## src/rtl/rtc_pkg.sv

```systemverilog
// constants, types and register map of the real-time clock block
// What this block does
// - each 1 Hz tick with enable bit 7 set advances seconds and sets the per-second flag, bit 4
// - seconds wrapping 59 to 00 advances minutes and sets minute flag, bit 1
// - every hours advance from a minutes wrap sets the hourly flag, bit 5
// - hours wrapping 23 to 00 advances the 16-bit day counter, sets bit 3
// - a cleared enable only blocks the interrupt; status flags still set
// - enable register mirrors status layout, bits 5 to 0, reset to zero
// - full day/hour/minute/second alarm match sets alarm flag bit 2
// - alarm recurs every 65536 days; software clears enable for one shot
// - stopwatch count decrements by one on each minute tick until it reaches -1
// - count reaching -1 sets stopwatch flag bit 0 and holds at -1
// - enabling stopwatch while count is -1 posts it at next minute tick
// - stopwatch count is 6-bit field 5..0, resets to all ones, rest zero
// - day counter and day alarm are 16-bit read/write fields
// - a write to a time counter replaces the count; counting continues
// - 32-bit divisor split: upper register 31:16, lower register 15:0
// - 1 Hz tick is reference clock divided by full divisor
// - sampling clock is reference clock divided by divisor bits 31:9
// - a zero divisor stops the 1 Hz tick and all counting
// - writing 1 clears a status flag; writing 0 leaves it
// - soft reset bit restores defaults; enable bit 7 takes the value written with it
// - hours count 0..23 in bits 12..8; minutes and seconds 0..59
package rtc_pkg;

    // ****************************************
    // register byte offsets
    // ****************************************
    localparam logic [11:0] OFS_HOUR_MINUTE  = 12'h3C0;
    localparam logic [11:0] OFS_SECONDS      = 12'h3C4;
    localparam logic [11:0] OFS_ALARM_HM     = 12'h3C8;
    localparam logic [11:0] OFS_ALARM_SEC    = 12'h3CC;
    localparam logic [11:0] OFS_CONTROL      = 12'h3D0;
    localparam logic [11:0] OFS_EVENT_STATUS = 12'h3D4;
    localparam logic [11:0] OFS_EVENT_ENABLE = 12'h3D8;
    localparam logic [11:0] OFS_STOPWATCH    = 12'h3DC;
    localparam logic [11:0] OFS_DAY_COUNTER  = 12'h3E0;
    localparam logic [11:0] OFS_DAY_ALARM    = 12'h3E4;
    localparam logic [11:0] OFS_DIV_UPPER    = 12'h3F4;
    localparam logic [11:0] OFS_DIV_LOWER    = 12'h3F8;

    // ****************************************
    // field positions and reset values
    // ****************************************
    localparam int          BIT_HOURLY     = 5;
    localparam int          BIT_SECOND     = 4;
    localparam int          BIT_DAY        = 3;
    localparam int          BIT_ALARM      = 2;
    localparam int          BIT_MINUTE     = 1;
    localparam int          BIT_STOPWATCH  = 0;
    localparam int          BIT_ENABLE     = 7;
    localparam int          BIT_SOFT_RESET = 0;
    localparam int          HOURS_LSB      = 8;
    localparam logic [5:0]  LAST_SECOND    = 6'h3B;
    localparam logic [5:0]  LAST_MINUTE    = 6'h3B;
    localparam logic [4:0]  LAST_HOUR      = 5'h17;
    localparam logic [5:0]  STOPWATCH_RST  = 6'h3F;
    localparam logic [5:0]  STOPWATCH_DONE = 6'h3F;
    localparam logic        ENABLE_RST     = 1'h1;
    localparam logic [31:0] DIVISOR_RST    = 32'h0000_8000;
    localparam int          SAMPLE_SHIFT   = 9;

    // ****************************************
    // types
    // ****************************************
    typedef struct packed {
        logic [15:0] day;
        logic [4:0]  hour;
        logic [5:0]  minute;
        logic [5:0]  second;
    } time_of_day_t;

    typedef struct packed {
        logic hourly;
        logic second;
        logic day;
        logic alarm;
        logic minute;
        logic stopwatch;
    } event_bits_t;

endpackage

```

## src/rtl/rtc_events_stopwatch_prescaler.sv

```systemverilog
// real-time clock with events, alarm, stopwatch and prescaler
//
// Implementation choice: the Avalon-MM slave port.
`timescale 1ns/1ns
module rtc_events_stopwatch_prescaler
    import rtc_pkg::*;
(
    // clock and reset
    input  wire logic        core_clk_i,
    input  wire logic        resetn_i,
    // reference clock pin, sampled
    input  wire logic        ref_clk_i,
    // avalon-mm slave
    input  wire logic [11:0] address_i,
    input  wire logic        read_i,
    input  wire logic        write_i,
    input  wire logic [3:0]  byteenable_i,
    input  wire logic [31:0] writedata_i,
    output logic      [31:0] readdata_o,
    output logic             waitrequest_o,
    // outputs
    output logic             irq_o,
    output logic             sample_tick_o
);

    // ****************************************
    // state
    // ****************************************
    logic [2:0]   ref_sync;
    logic         ref_rise;
    logic [31:0]  prescale_divisor;
    logic [31:0]  sec_count;
    logic [22:0]  smp_count;
    logic         tick;
    logic         module_enable;
    time_of_day_t time_of_day;
    time_of_day_t alarm;
    event_bits_t  event_status;
    event_bits_t  event_enable;
    logic [5:0]   countdown_value;
    logic         done;
    logic         wr;
    logic         soft_reset;
    logic         sec_wrap;
    logic         min_wrap;
    logic         hour_wrap;
    logic         minute_tick;
    logic         alarm_hit;
    logic         alarm_prev;
    logic         sw_pending;
    logic         tod_write;
    logic [5:0]   second_count;
    logic [5:0]   minute_count;
    logic [4:0]   hour_count;
    logic [15:0]  day_count;
    logic [5:0]   alarm_second;
    logic [5:0]   alarm_minute;
    logic [4:0]   alarm_hour;
    logic [15:0]  alarm_day_value;
    event_bits_t  ev_set;
    event_bits_t  ev_clr;
    logic [31:0]  next_readdata;

    // ****************************************
    // bus handshake
    // ****************************************
    // one wait cycle per access, answer on second edge
    always_ff @(posedge core_clk_i)
    begin
        if (!resetn_i || done)
            done <= 1'b0;
        else
            done <= (read_i || write_i);
    end

    assign waitrequest_o = (read_i || write_i) && !done;
    assign wr            = write_i && done;
    assign soft_reset    = wr && address_i == OFS_CONTROL
                           && byteenable_i[0]
                           && writedata_i[BIT_SOFT_RESET];

    // ****************************************
    // prescaler
    // ****************************************
    always_ff @(posedge core_clk_i)
    begin
        if (!resetn_i)
            ref_sync <= 3'h0;
        else
            ref_sync <= {ref_sync[1:0], ref_clk_i};
    end

    assign ref_rise = ref_sync[1] && !ref_sync[2];

    always_ff @(posedge core_clk_i)
    begin
        if (!resetn_i || soft_reset)
        begin
            sec_count <= 32'h0;
            tick      <= 1'b0;
        end
        else if (prescale_divisor == 32'h0)
        begin
            sec_count <= 32'h0;
            tick      <= 1'b0;
        end
        else if (ref_rise)
        begin
            tick <= (sec_count + 32'h1 >= prescale_divisor);
            if (sec_count + 32'h1 >= prescale_divisor)
                sec_count <= 32'h0;
            else
                sec_count <= sec_count + 32'h1;
        end
        else
            tick <= 1'b0;
    end

    always_ff @(posedge core_clk_i)
    begin
        if (!resetn_i || soft_reset)
        begin
            smp_count     <= 23'h0;
            sample_tick_o <= 1'b0;
        end
        else if (prescale_divisor[31:SAMPLE_SHIFT] == 23'h0)
        begin
            smp_count     <= 23'h0;
            sample_tick_o <= 1'b0;
        end
        else if (ref_rise)
        begin
            sample_tick_o <= (smp_count + 23'h1
                              >= prescale_divisor[31:SAMPLE_SHIFT]);
            if (smp_count + 23'h1 >= prescale_divisor[31:SAMPLE_SHIFT])
                smp_count <= 23'h0;
            else
                smp_count <= smp_count + 23'h1;
        end
        else
            sample_tick_o <= 1'b0;
    end

    always_ff @(posedge core_clk_i)
    begin
        if (!resetn_i || soft_reset)
            prescale_divisor <= DIVISOR_RST;
        else if (wr && address_i == OFS_DIV_UPPER)
            prescale_divisor[31:16] <= writedata_i[15:0];
        else if (wr && address_i == OFS_DIV_LOWER)
            prescale_divisor[15:0] <= writedata_i[15:0];
    end

    // ****************************************
    // time of day counters
    // ****************************************
    assign sec_wrap    = tick && module_enable;
    assign min_wrap    = sec_wrap && time_of_day.second == LAST_SECOND;
    assign hour_wrap   = min_wrap && time_of_day.minute == LAST_MINUTE;
    assign minute_tick = min_wrap;

    always_ff @(posedge core_clk_i)
    begin
        if (!resetn_i)
            module_enable <= ENABLE_RST;
        else if (wr && address_i == OFS_CONTROL && byteenable_i[0])
            module_enable <= writedata_i[BIT_ENABLE];
    end

    // a write to any counter register overrides a simultaneous tick
    assign tod_write = wr && (address_i == OFS_HOUR_MINUTE
                              || address_i == OFS_SECONDS
                              || address_i == OFS_DAY_COUNTER);

    always_ff @(posedge core_clk_i)
    begin
        if (!resetn_i || soft_reset)
            second_count <= 6'h0;
        else if (wr && address_i == OFS_SECONDS)
            second_count <= writedata_i[5:0];
        else if (sec_wrap && !tod_write)
            second_count <= (second_count == LAST_SECOND) ? 6'h0
                            : second_count + 6'h1;
    end

    always_ff @(posedge core_clk_i)
    begin
        if (!resetn_i || soft_reset)
            minute_count <= 6'h0;
        else if (wr && address_i == OFS_HOUR_MINUTE)
            minute_count <= writedata_i[5:0];
        else if (min_wrap && !tod_write)
            minute_count <= (minute_count == LAST_MINUTE) ? 6'h0
                            : minute_count + 6'h1;
    end

    always_ff @(posedge core_clk_i)
    begin
        if (!resetn_i || soft_reset)
            hour_count <= 5'h0;
        else if (wr && address_i == OFS_HOUR_MINUTE)
            hour_count <= writedata_i[HOURS_LSB +: 5];
        else if (hour_wrap && !tod_write)
            hour_count <= (hour_count == LAST_HOUR) ? 5'h0
                          : hour_count + 5'h1;
    end

    always_ff @(posedge core_clk_i)
    begin
        if (!resetn_i || soft_reset)
            day_count <= 16'h0;
        else if (wr && address_i == OFS_DAY_COUNTER)
            day_count <= writedata_i[15:0];
        else if (hour_wrap && hour_count == LAST_HOUR && !tod_write)
            day_count <= day_count + 16'h1;
    end

    assign time_of_day = {day_count, hour_count, minute_count, second_count};

    // ****************************************
    // alarm registers
    // ****************************************
    always_ff @(posedge core_clk_i)
    begin
        if (!resetn_i || soft_reset)
            alarm_second <= 6'h0;
        else if (wr && address_i == OFS_ALARM_SEC)
            alarm_second <= writedata_i[5:0];
    end

    always_ff @(posedge core_clk_i)
    begin
        if (!resetn_i || soft_reset)
            alarm_minute <= 6'h0;
        else if (wr && address_i == OFS_ALARM_HM)
            alarm_minute <= writedata_i[5:0];
    end

    always_ff @(posedge core_clk_i)
    begin
        if (!resetn_i || soft_reset)
            alarm_hour <= 5'h0;
        else if (wr && address_i == OFS_ALARM_HM)
            alarm_hour <= writedata_i[HOURS_LSB +: 5];
    end

    always_ff @(posedge core_clk_i)
    begin
        if (!resetn_i || soft_reset)
            alarm_day_value <= 16'h0;
        else if (wr && address_i == OFS_DAY_ALARM)
            alarm_day_value <= writedata_i[15:0];
    end

    assign alarm = {alarm_day_value, alarm_hour, alarm_minute, alarm_second};

    assign alarm_hit = (time_of_day == alarm);

    always_ff @(posedge core_clk_i)
    begin
        if (!resetn_i || soft_reset)
            alarm_prev <= 1'b1;
        else
            alarm_prev <= alarm_hit;
    end

    // ****************************************
    // stopwatch
    // ****************************************
    always_ff @(posedge core_clk_i)
    begin
        if (!resetn_i || soft_reset)
            countdown_value <= STOPWATCH_RST;
        else if (wr && address_i == OFS_STOPWATCH)
            countdown_value <= writedata_i[5:0];
        else if (minute_tick && countdown_value != STOPWATCH_DONE)
            countdown_value <= countdown_value - 6'h1;
    end

    // enable raised while already at -1 posts at next minute tick
    always_ff @(posedge core_clk_i)
    begin
        if (!resetn_i || soft_reset)
            sw_pending <= 1'b0;
        else if (minute_tick)
            sw_pending <= 1'b0;
        else if (wr && address_i == OFS_EVENT_ENABLE
                 && writedata_i[BIT_STOPWATCH] && !event_enable.stopwatch
                 && countdown_value == STOPWATCH_DONE)
            sw_pending <= 1'b1;
    end

    // ****************************************
    // event status and enable
    // ****************************************
    always_comb
    begin
        ev_set           = '0;
        ev_set.second    = sec_wrap;
        ev_set.minute    = min_wrap;
        ev_set.hourly    = hour_wrap;
        ev_set.day       = hour_wrap && time_of_day.hour == LAST_HOUR;
        ev_set.alarm     = alarm_hit && !alarm_prev;
        ev_set.stopwatch = minute_tick
                           && (countdown_value == 6'h0 || sw_pending);
        ev_clr           = '0;
        if (wr && address_i == OFS_EVENT_STATUS)
            ev_clr = writedata_i[5:0];
    end

    always_ff @(posedge core_clk_i)
    begin
        if (!resetn_i || soft_reset)
            event_status <= '0;
        else
            event_status <= (event_status & ~ev_clr) | ev_set;
    end

    always_ff @(posedge core_clk_i)
    begin
        if (!resetn_i || soft_reset)
            event_enable <= '0;
        else if (wr && address_i == OFS_EVENT_ENABLE)
            event_enable <= writedata_i[5:0];
    end

    always_ff @(posedge core_clk_i)
    begin
        if (!resetn_i)
            irq_o <= 1'b0;
        else
            irq_o <= |(event_status & event_enable);
    end

    // ****************************************
    // read mux
    // ****************************************
    always_comb
    begin
        next_readdata = 32'h0;
        if (address_i == OFS_HOUR_MINUTE)
            next_readdata = {19'h0, time_of_day.hour, 2'h0, time_of_day.minute};
        else if (address_i == OFS_SECONDS)
            next_readdata = {26'h0, time_of_day.second};
        else if (address_i == OFS_ALARM_HM)
            next_readdata = {19'h0, alarm.hour, 2'h0, alarm.minute};
        else if (address_i == OFS_ALARM_SEC)
            next_readdata = {26'h0, alarm.second};
        else if (address_i == OFS_CONTROL)
            next_readdata = {24'h0, module_enable, 7'h0};
        else if (address_i == OFS_EVENT_STATUS)
            next_readdata = {26'h0, event_status};
        else if (address_i == OFS_EVENT_ENABLE)
            next_readdata = {26'h0, event_enable};
        else if (address_i == OFS_STOPWATCH)
            next_readdata = {26'h0, countdown_value};
        else if (address_i == OFS_DAY_COUNTER)
            next_readdata = {16'h0, time_of_day.day};
        else if (address_i == OFS_DAY_ALARM)
            next_readdata = {16'h0, alarm.day};
        else if (address_i == OFS_DIV_UPPER)
            next_readdata = {16'h0, prescale_divisor[31:16]};
        else if (address_i == OFS_DIV_LOWER)
            next_readdata = {16'h0, prescale_divisor[15:0]};
    end

    always_ff @(posedge core_clk_i)
    begin
        if (!resetn_i)
            readdata_o <= 32'h0;
        else if (read_i && !done)
            readdata_o <= next_readdata;
    end

endmodule // rtc_events_stopwatch_prescaler

```

## config.mk

```make
export PLATFORM = sky130hd
export DESIGN_NAME = rtc_events_stopwatch_prescaler
export DESIGN_NICKNAME = d
export VERILOG_FILES = /design/src/rtl/rtc_pkg.sv /design/src/rtl/rtc_events_stopwatch_prescaler.sv
export SDC_FILE = /design/constraint.sdc
export NUM_CORES = 1
export LEC_CHECK = 0
export BUFFER_PORTS_ARGS = -buffer_cell sky130_fd_sc_hd__buf_2
export CAP_MARGIN = 10
export CORE_MARGIN = 3
export CORE_UTILIZATION = 55
export CTS_CLUSTER_SIZE = 30
export DETAILED_ROUTE_END_ITERATION = 7
export PLACE_DENSITY = 0.74
export SLEW_MARGIN = 20
export SYNTH_ARGS = -nofsm -noshare
export SYNTH_HDL_FRONTEND = slang
export SYNTH_SLANG_ARGS = --single-unit
export TNS_END_PERCENT = 100
```

## constraint.sdc

```tcl
create_clock -name core_clk_i -period 7 [get_ports core_clk_i]
set_input_delay 1.05 -clock core_clk_i [delete_from_list [all_inputs] [get_ports core_clk_i]]
set_output_delay 1.05 -clock core_clk_i [all_outputs]
set_load 0.02 [all_outputs]
```

=== Yosys cells after proc, flatten, opt, wreduce, memory -nomap -nowiden ===
Cells that the tools add are included.

* Output and inout port bits: 35
* Input port bits: 53
* Register bits after elaboration: 213

* Bitwise gates (word level): 6
* $lt $le $gt $ge: 2
* Equal/unequal tests: 18
* Muxes and demuxes: 28
* $add $sub $neg: 7
* Reductions and logical operators: 60

{| class="wikitable"
|+ Operators by type and width
! operator !! count
|-
| $mux 16 || 14
|-
| $eq 12x10->1 const B || 12
|-
| $mux 6 || 9
|-
| $eq 33x33->1 || 1
|-
| $logic_and 1x1->1 || 33
|-
| $add 32x1->32 const B || 1
|-
| $ge 32x32->1 || 1
|-
| $logic_not 32->1 || 1
|-
| $mux 32 || 1
|-
| $add 23x1->23 const B || 1
|-
| $ge 23x23->1 || 1
|-
| $logic_not 23->1 || 1
|-
| $mux 23 || 1
|-
| $eq 6x6->1 const B || 3
|-
| $add 16x1->16 const B || 1
|-
| $mux 5 || 3
|-
| $add 6x1->6 const B || 2
|-
| $and 6x6->6 || 2
|-
| $reduce_bool 2->1 || 5
|-
| $logic_not 1->1 || 6
|-
| $logic_not 6->1 || 1
|-
| $logic_or 1x1->1 || 6
|-
| $ne 6x6->1 const B || 1
|-
| $not 6->6 || 1
|-
| 9 further kinds || 13
|}

=== Depth between registers and ports, before layout ===
* Word-level depth: 13
* Mapped depth: 15
* Depth with buffers taken out: 13

=== Worst setup path after synthesis ===
No wires, ideal clock.

* Kind: register to register
* From: register sec_count[6]
* To: register sec_count[26]
* Arrival: 3546 ps
* Slack: 3380 ps
* Stages on the path, launching flop included: 15
* Data required time: 6926 ps
* Path through: dfxtp_1 -> clkbuf_1 -> and4_1 -> nand4_1 -> clkbuf_1 -> nor4_1 -> xor2_1 -> ha_1 -> a21oi_1 -> nand2_1 -> a221o_1 -> a2111oi_4 -> clkbuf_1 -> nand4_1 -> a31oi_1

* Word-level cells in the longest chain between the ends: 3

{| class="wikitable"
|+ RTL lines
! what !! line !! source
|-
| from (decl) || rtc_events_stopwatch_prescaler.sv:32 || <nowiki>logic [31:0] sec_count;</nowiki>
|-
| from (signal assigned) || rtc_events_stopwatch_prescaler.sv:113 || <nowiki>sec_count <= sec_count + 32'h1;</nowiki>
|-
| $add 32x1->32 * || rtc_events_stopwatch_prescaler.sv:110, rtc_events_stopwatch_prescaler.sv:113 ||
|-
| $ge 32x32->1 || rtc_events_stopwatch_prescaler.sv:110 || <nowiki>if (sec_count + 32'h1 >= prescale_divisor)</nowiki>
|-
| $mux 32 * || rtc_events_stopwatch_prescaler.sv:110 ||
|}

Every way passes the cells marked *; elsewhere a longest branch is shown, timed or not.
A chain may end at the register's enable or synchronous reset.

=== Worst setup path after layout ===
* From: register sec_count[0]
* To: register sec_count[26]

The elaborated chain is that of the path after synthesis.

==> results.cfg <==
[run_status]
status = finished, final reports clean

[grt]
grt_remaining_overflow = 0
grt_pass1_wl_um = 57700
antenna_found_initial = 0
grt_max_degree = 104
track_usage_pct = 29.6
first_global_vias = 10829

[clocking]
post_cts_resized = 0
cts_made_buffers = 17
clk_pin_slew_ns = 0.07
cts_hold_buf = 0
htree_levels = 4
post_cts_buffers = 0
tritoncts = built
cts.sinks = 197
cts_root_buf = clkbuf_16
clockBufferDepth = 2
clock_latency_ns = 0.44

[logic_synthesis]
synthesis.area_um2 = 12100
synth-edff-count = 0
synth_cells = 1557
ys_warn_count = 0
synth_seq_cells = 197
async_flop_share_pct = 0
synth_flop_cell = dfxtp_1
synthTopCellsByArea = dfxtp_1 33%, nand2_1 8.0%, ha_1 6.6%
yosysSeqAreaShare_pct = 32.5
yosysTopAreaCell = dfxtp_1
syn_avg_cell_area_um2 = 7.79
synth_top_area_share_pct = 32.5
ys_types = 72

[layout]
stdcell_count = 1828
area_delta_synth_final_pct = 7.76
finish.net_count = 1658
drive_above_1_share_pct = 8.50
final_common_cell = nand2_1
final_cell_mix = 260 x nand2_1, 197 x dfxtp_1, 142 x a21oi_1
post-route-util_pct = 61.2
antenna_cells = 0

[flow_run]
maxCapViolCount = 0

[floorplan]
fp.coreArea_um2 = 21400
ios = 88
die_w_um = 154
num_rows = 53
die_h_um = 154
die_area_um2 = 23900
start_util_pct = 56.8

[placed_design]
portBuffers = 52
dp.final_hpwl_um = 25300
gp_congestion = 0.943
dp_cells = 1797

[routing]
viasPerCell = 6.41
dr.pass1.iters = 6
route.detailed.drc = 0
num_vias = 11723
drt-total-wl_um = 36300
postRouteAntennaNets = 0
drt-initial-drc-count = 1258
wl_per_cell_um = 19.9

[timing]
hold_violations = 0
timing.fmax_mhz = 232
worst_slew_pin_slew_ns = 1.16
finalSetupViolCount = 0
setup_tns_ns = 0
fin_worst_skew_ns = 0.0101
max_slew_margin_pct = 22.7
finalCritPeriodShare_pct = 61.5
period_needed_ns = 4.30
report.final.slew_viol_count = 0
rsz0062_at_grt = false

[setup_path]
start_kind = flip-flop
cp.arrival_ns = 4.67
worst-setup-path-type = reg -> reg
cp_max_fo = 31
cp_slowest_stage_delay_ns = 0.60
cp_num_buf_inv = 1
slowest_stage = o31ai_4
critPathCaptureType = flip-flop
worstPathRequired_ns = 7.37
path_cells = ha_1 > nand3_1 > nor2_1 > xor2_1 > ha_1 > a41oi_1 > o21ai_0 > a221o_1 > o31ai_4 > buf_4 > nand4b_1 > a31oi_1
crit_top_cell = ha_1
cp_top_family = compound AO/OA/AOI/OAI gates

[power]
p_int_mw = 1.76
sequentialPowerShare_pct = 48.8
swShare_pct = 23.9
switching_power_mw = 0.553
power_density_nw_per_um2 = 177
peakVddDrop_uv = 126
p_leak_nw = 4.62
pwr-share-comb_pct = 5.3
p_clk_share_pct = 45.9
power_mw = 2.32

[worst_hold_path]
hold_class = reg -> reg
layer usage:
metal / part of all wire, % / GRT usage [%]
met5: 0 / 0
met4: 2.3 / 8.28
met3: 10 / 7.25
met2: 43 / 44.7
met1: 44 / 42.3
flip-flops by register name (all words and copies together), names as in the netlist, 3 cells and up:
name,cells
alarm_day_value,16
alarm_hour,5
alarm_minute,6
alarm_second,6
countdown_value,6
day_count,16
event_enable,6
event_status,6
hour_count,5
minute_count,6
prescale_divisor,32
readdata_o,16
ref_sync,3
sec_count,32
second_count,6
smp_count,23
final timing paths:
path	startpoint	to	slack (ns)	depth (start not counted)
max	sec_count[0]	sec_count[26]	2.70	12
max reg2reg	sec_count[0]	sec_count[26]	2.70	12
min reg2reg	ref_sync[0]	ref_sync[1]	0.45	1
min	ref_sync[0]	ref_sync[1]	0.45	1
layout make-up:
class	count	area, um^2
Fill cell	1908	8280
Multi-Input combinational cell	1208	7590
Sequential cell	197	3940
Clock buffer	20	447
Timing Repair Buffer	70	395
Tap cell	275	344
Inverter	47	176
Clock inverter	11	174
power groups by stage:
stage / logic [mW] / clock network (mW) / registers, mW
floorplan: 0.0747 / 0 / 1.16
global placement: 0.118 / 0 / 1.16
detailed placement: 0.119 / 0 / 1.16
CTS: 0.120 / 1.07 / 1.13
global route: 0.131 / 1.11 / 1.13
finish: 0.124 / 1.06 / 1.13
through the flow:
stage | hold slack (ns) | worst slack, ns | area (um^2)
4_1_cts | 0.454 | 2.72 | 13100
6_report | 0.449 | 2.70 | 13100
3_5_place_dp | 0.426 | 2.77 | 12400
5_1_grt | 0.470 | 2.38 | 13100
3_3_place_gp | 0.425 | 2.81 | 12400
2_1_floorplan | 0.412 | 3.38 | 12200
cell families after synthesis:
group | share of synthesized area (%)
AOI/OAI and AO/OA | 16.8
muxes | 1.73
DFF | 32.5
adders and majority gates | 6.60
buffers and inverters | 5.98
and+or+nand+nor | 27.9
xor gates and xnor gates | 8.38
other | 0.0309
synth_stat cells, types with 17 or more instances:
master,count
a21oi_1,142
nor3_1,58
xnor2_1,82
inv_1,47
dfxtp_1,197
xor2_1,34
a211oi_1,17
nor2_1,79
nand2_1,260
and3_1,23
clkbuf_1,83
mux2i_1,21
nand4_1,64
nand3_1,61
nor4_1,22
o21ai_0,38
buf_4,17
a31oi_1,30
and2_1,17
ha_1,64
Power figures use the tool's default switching activity.
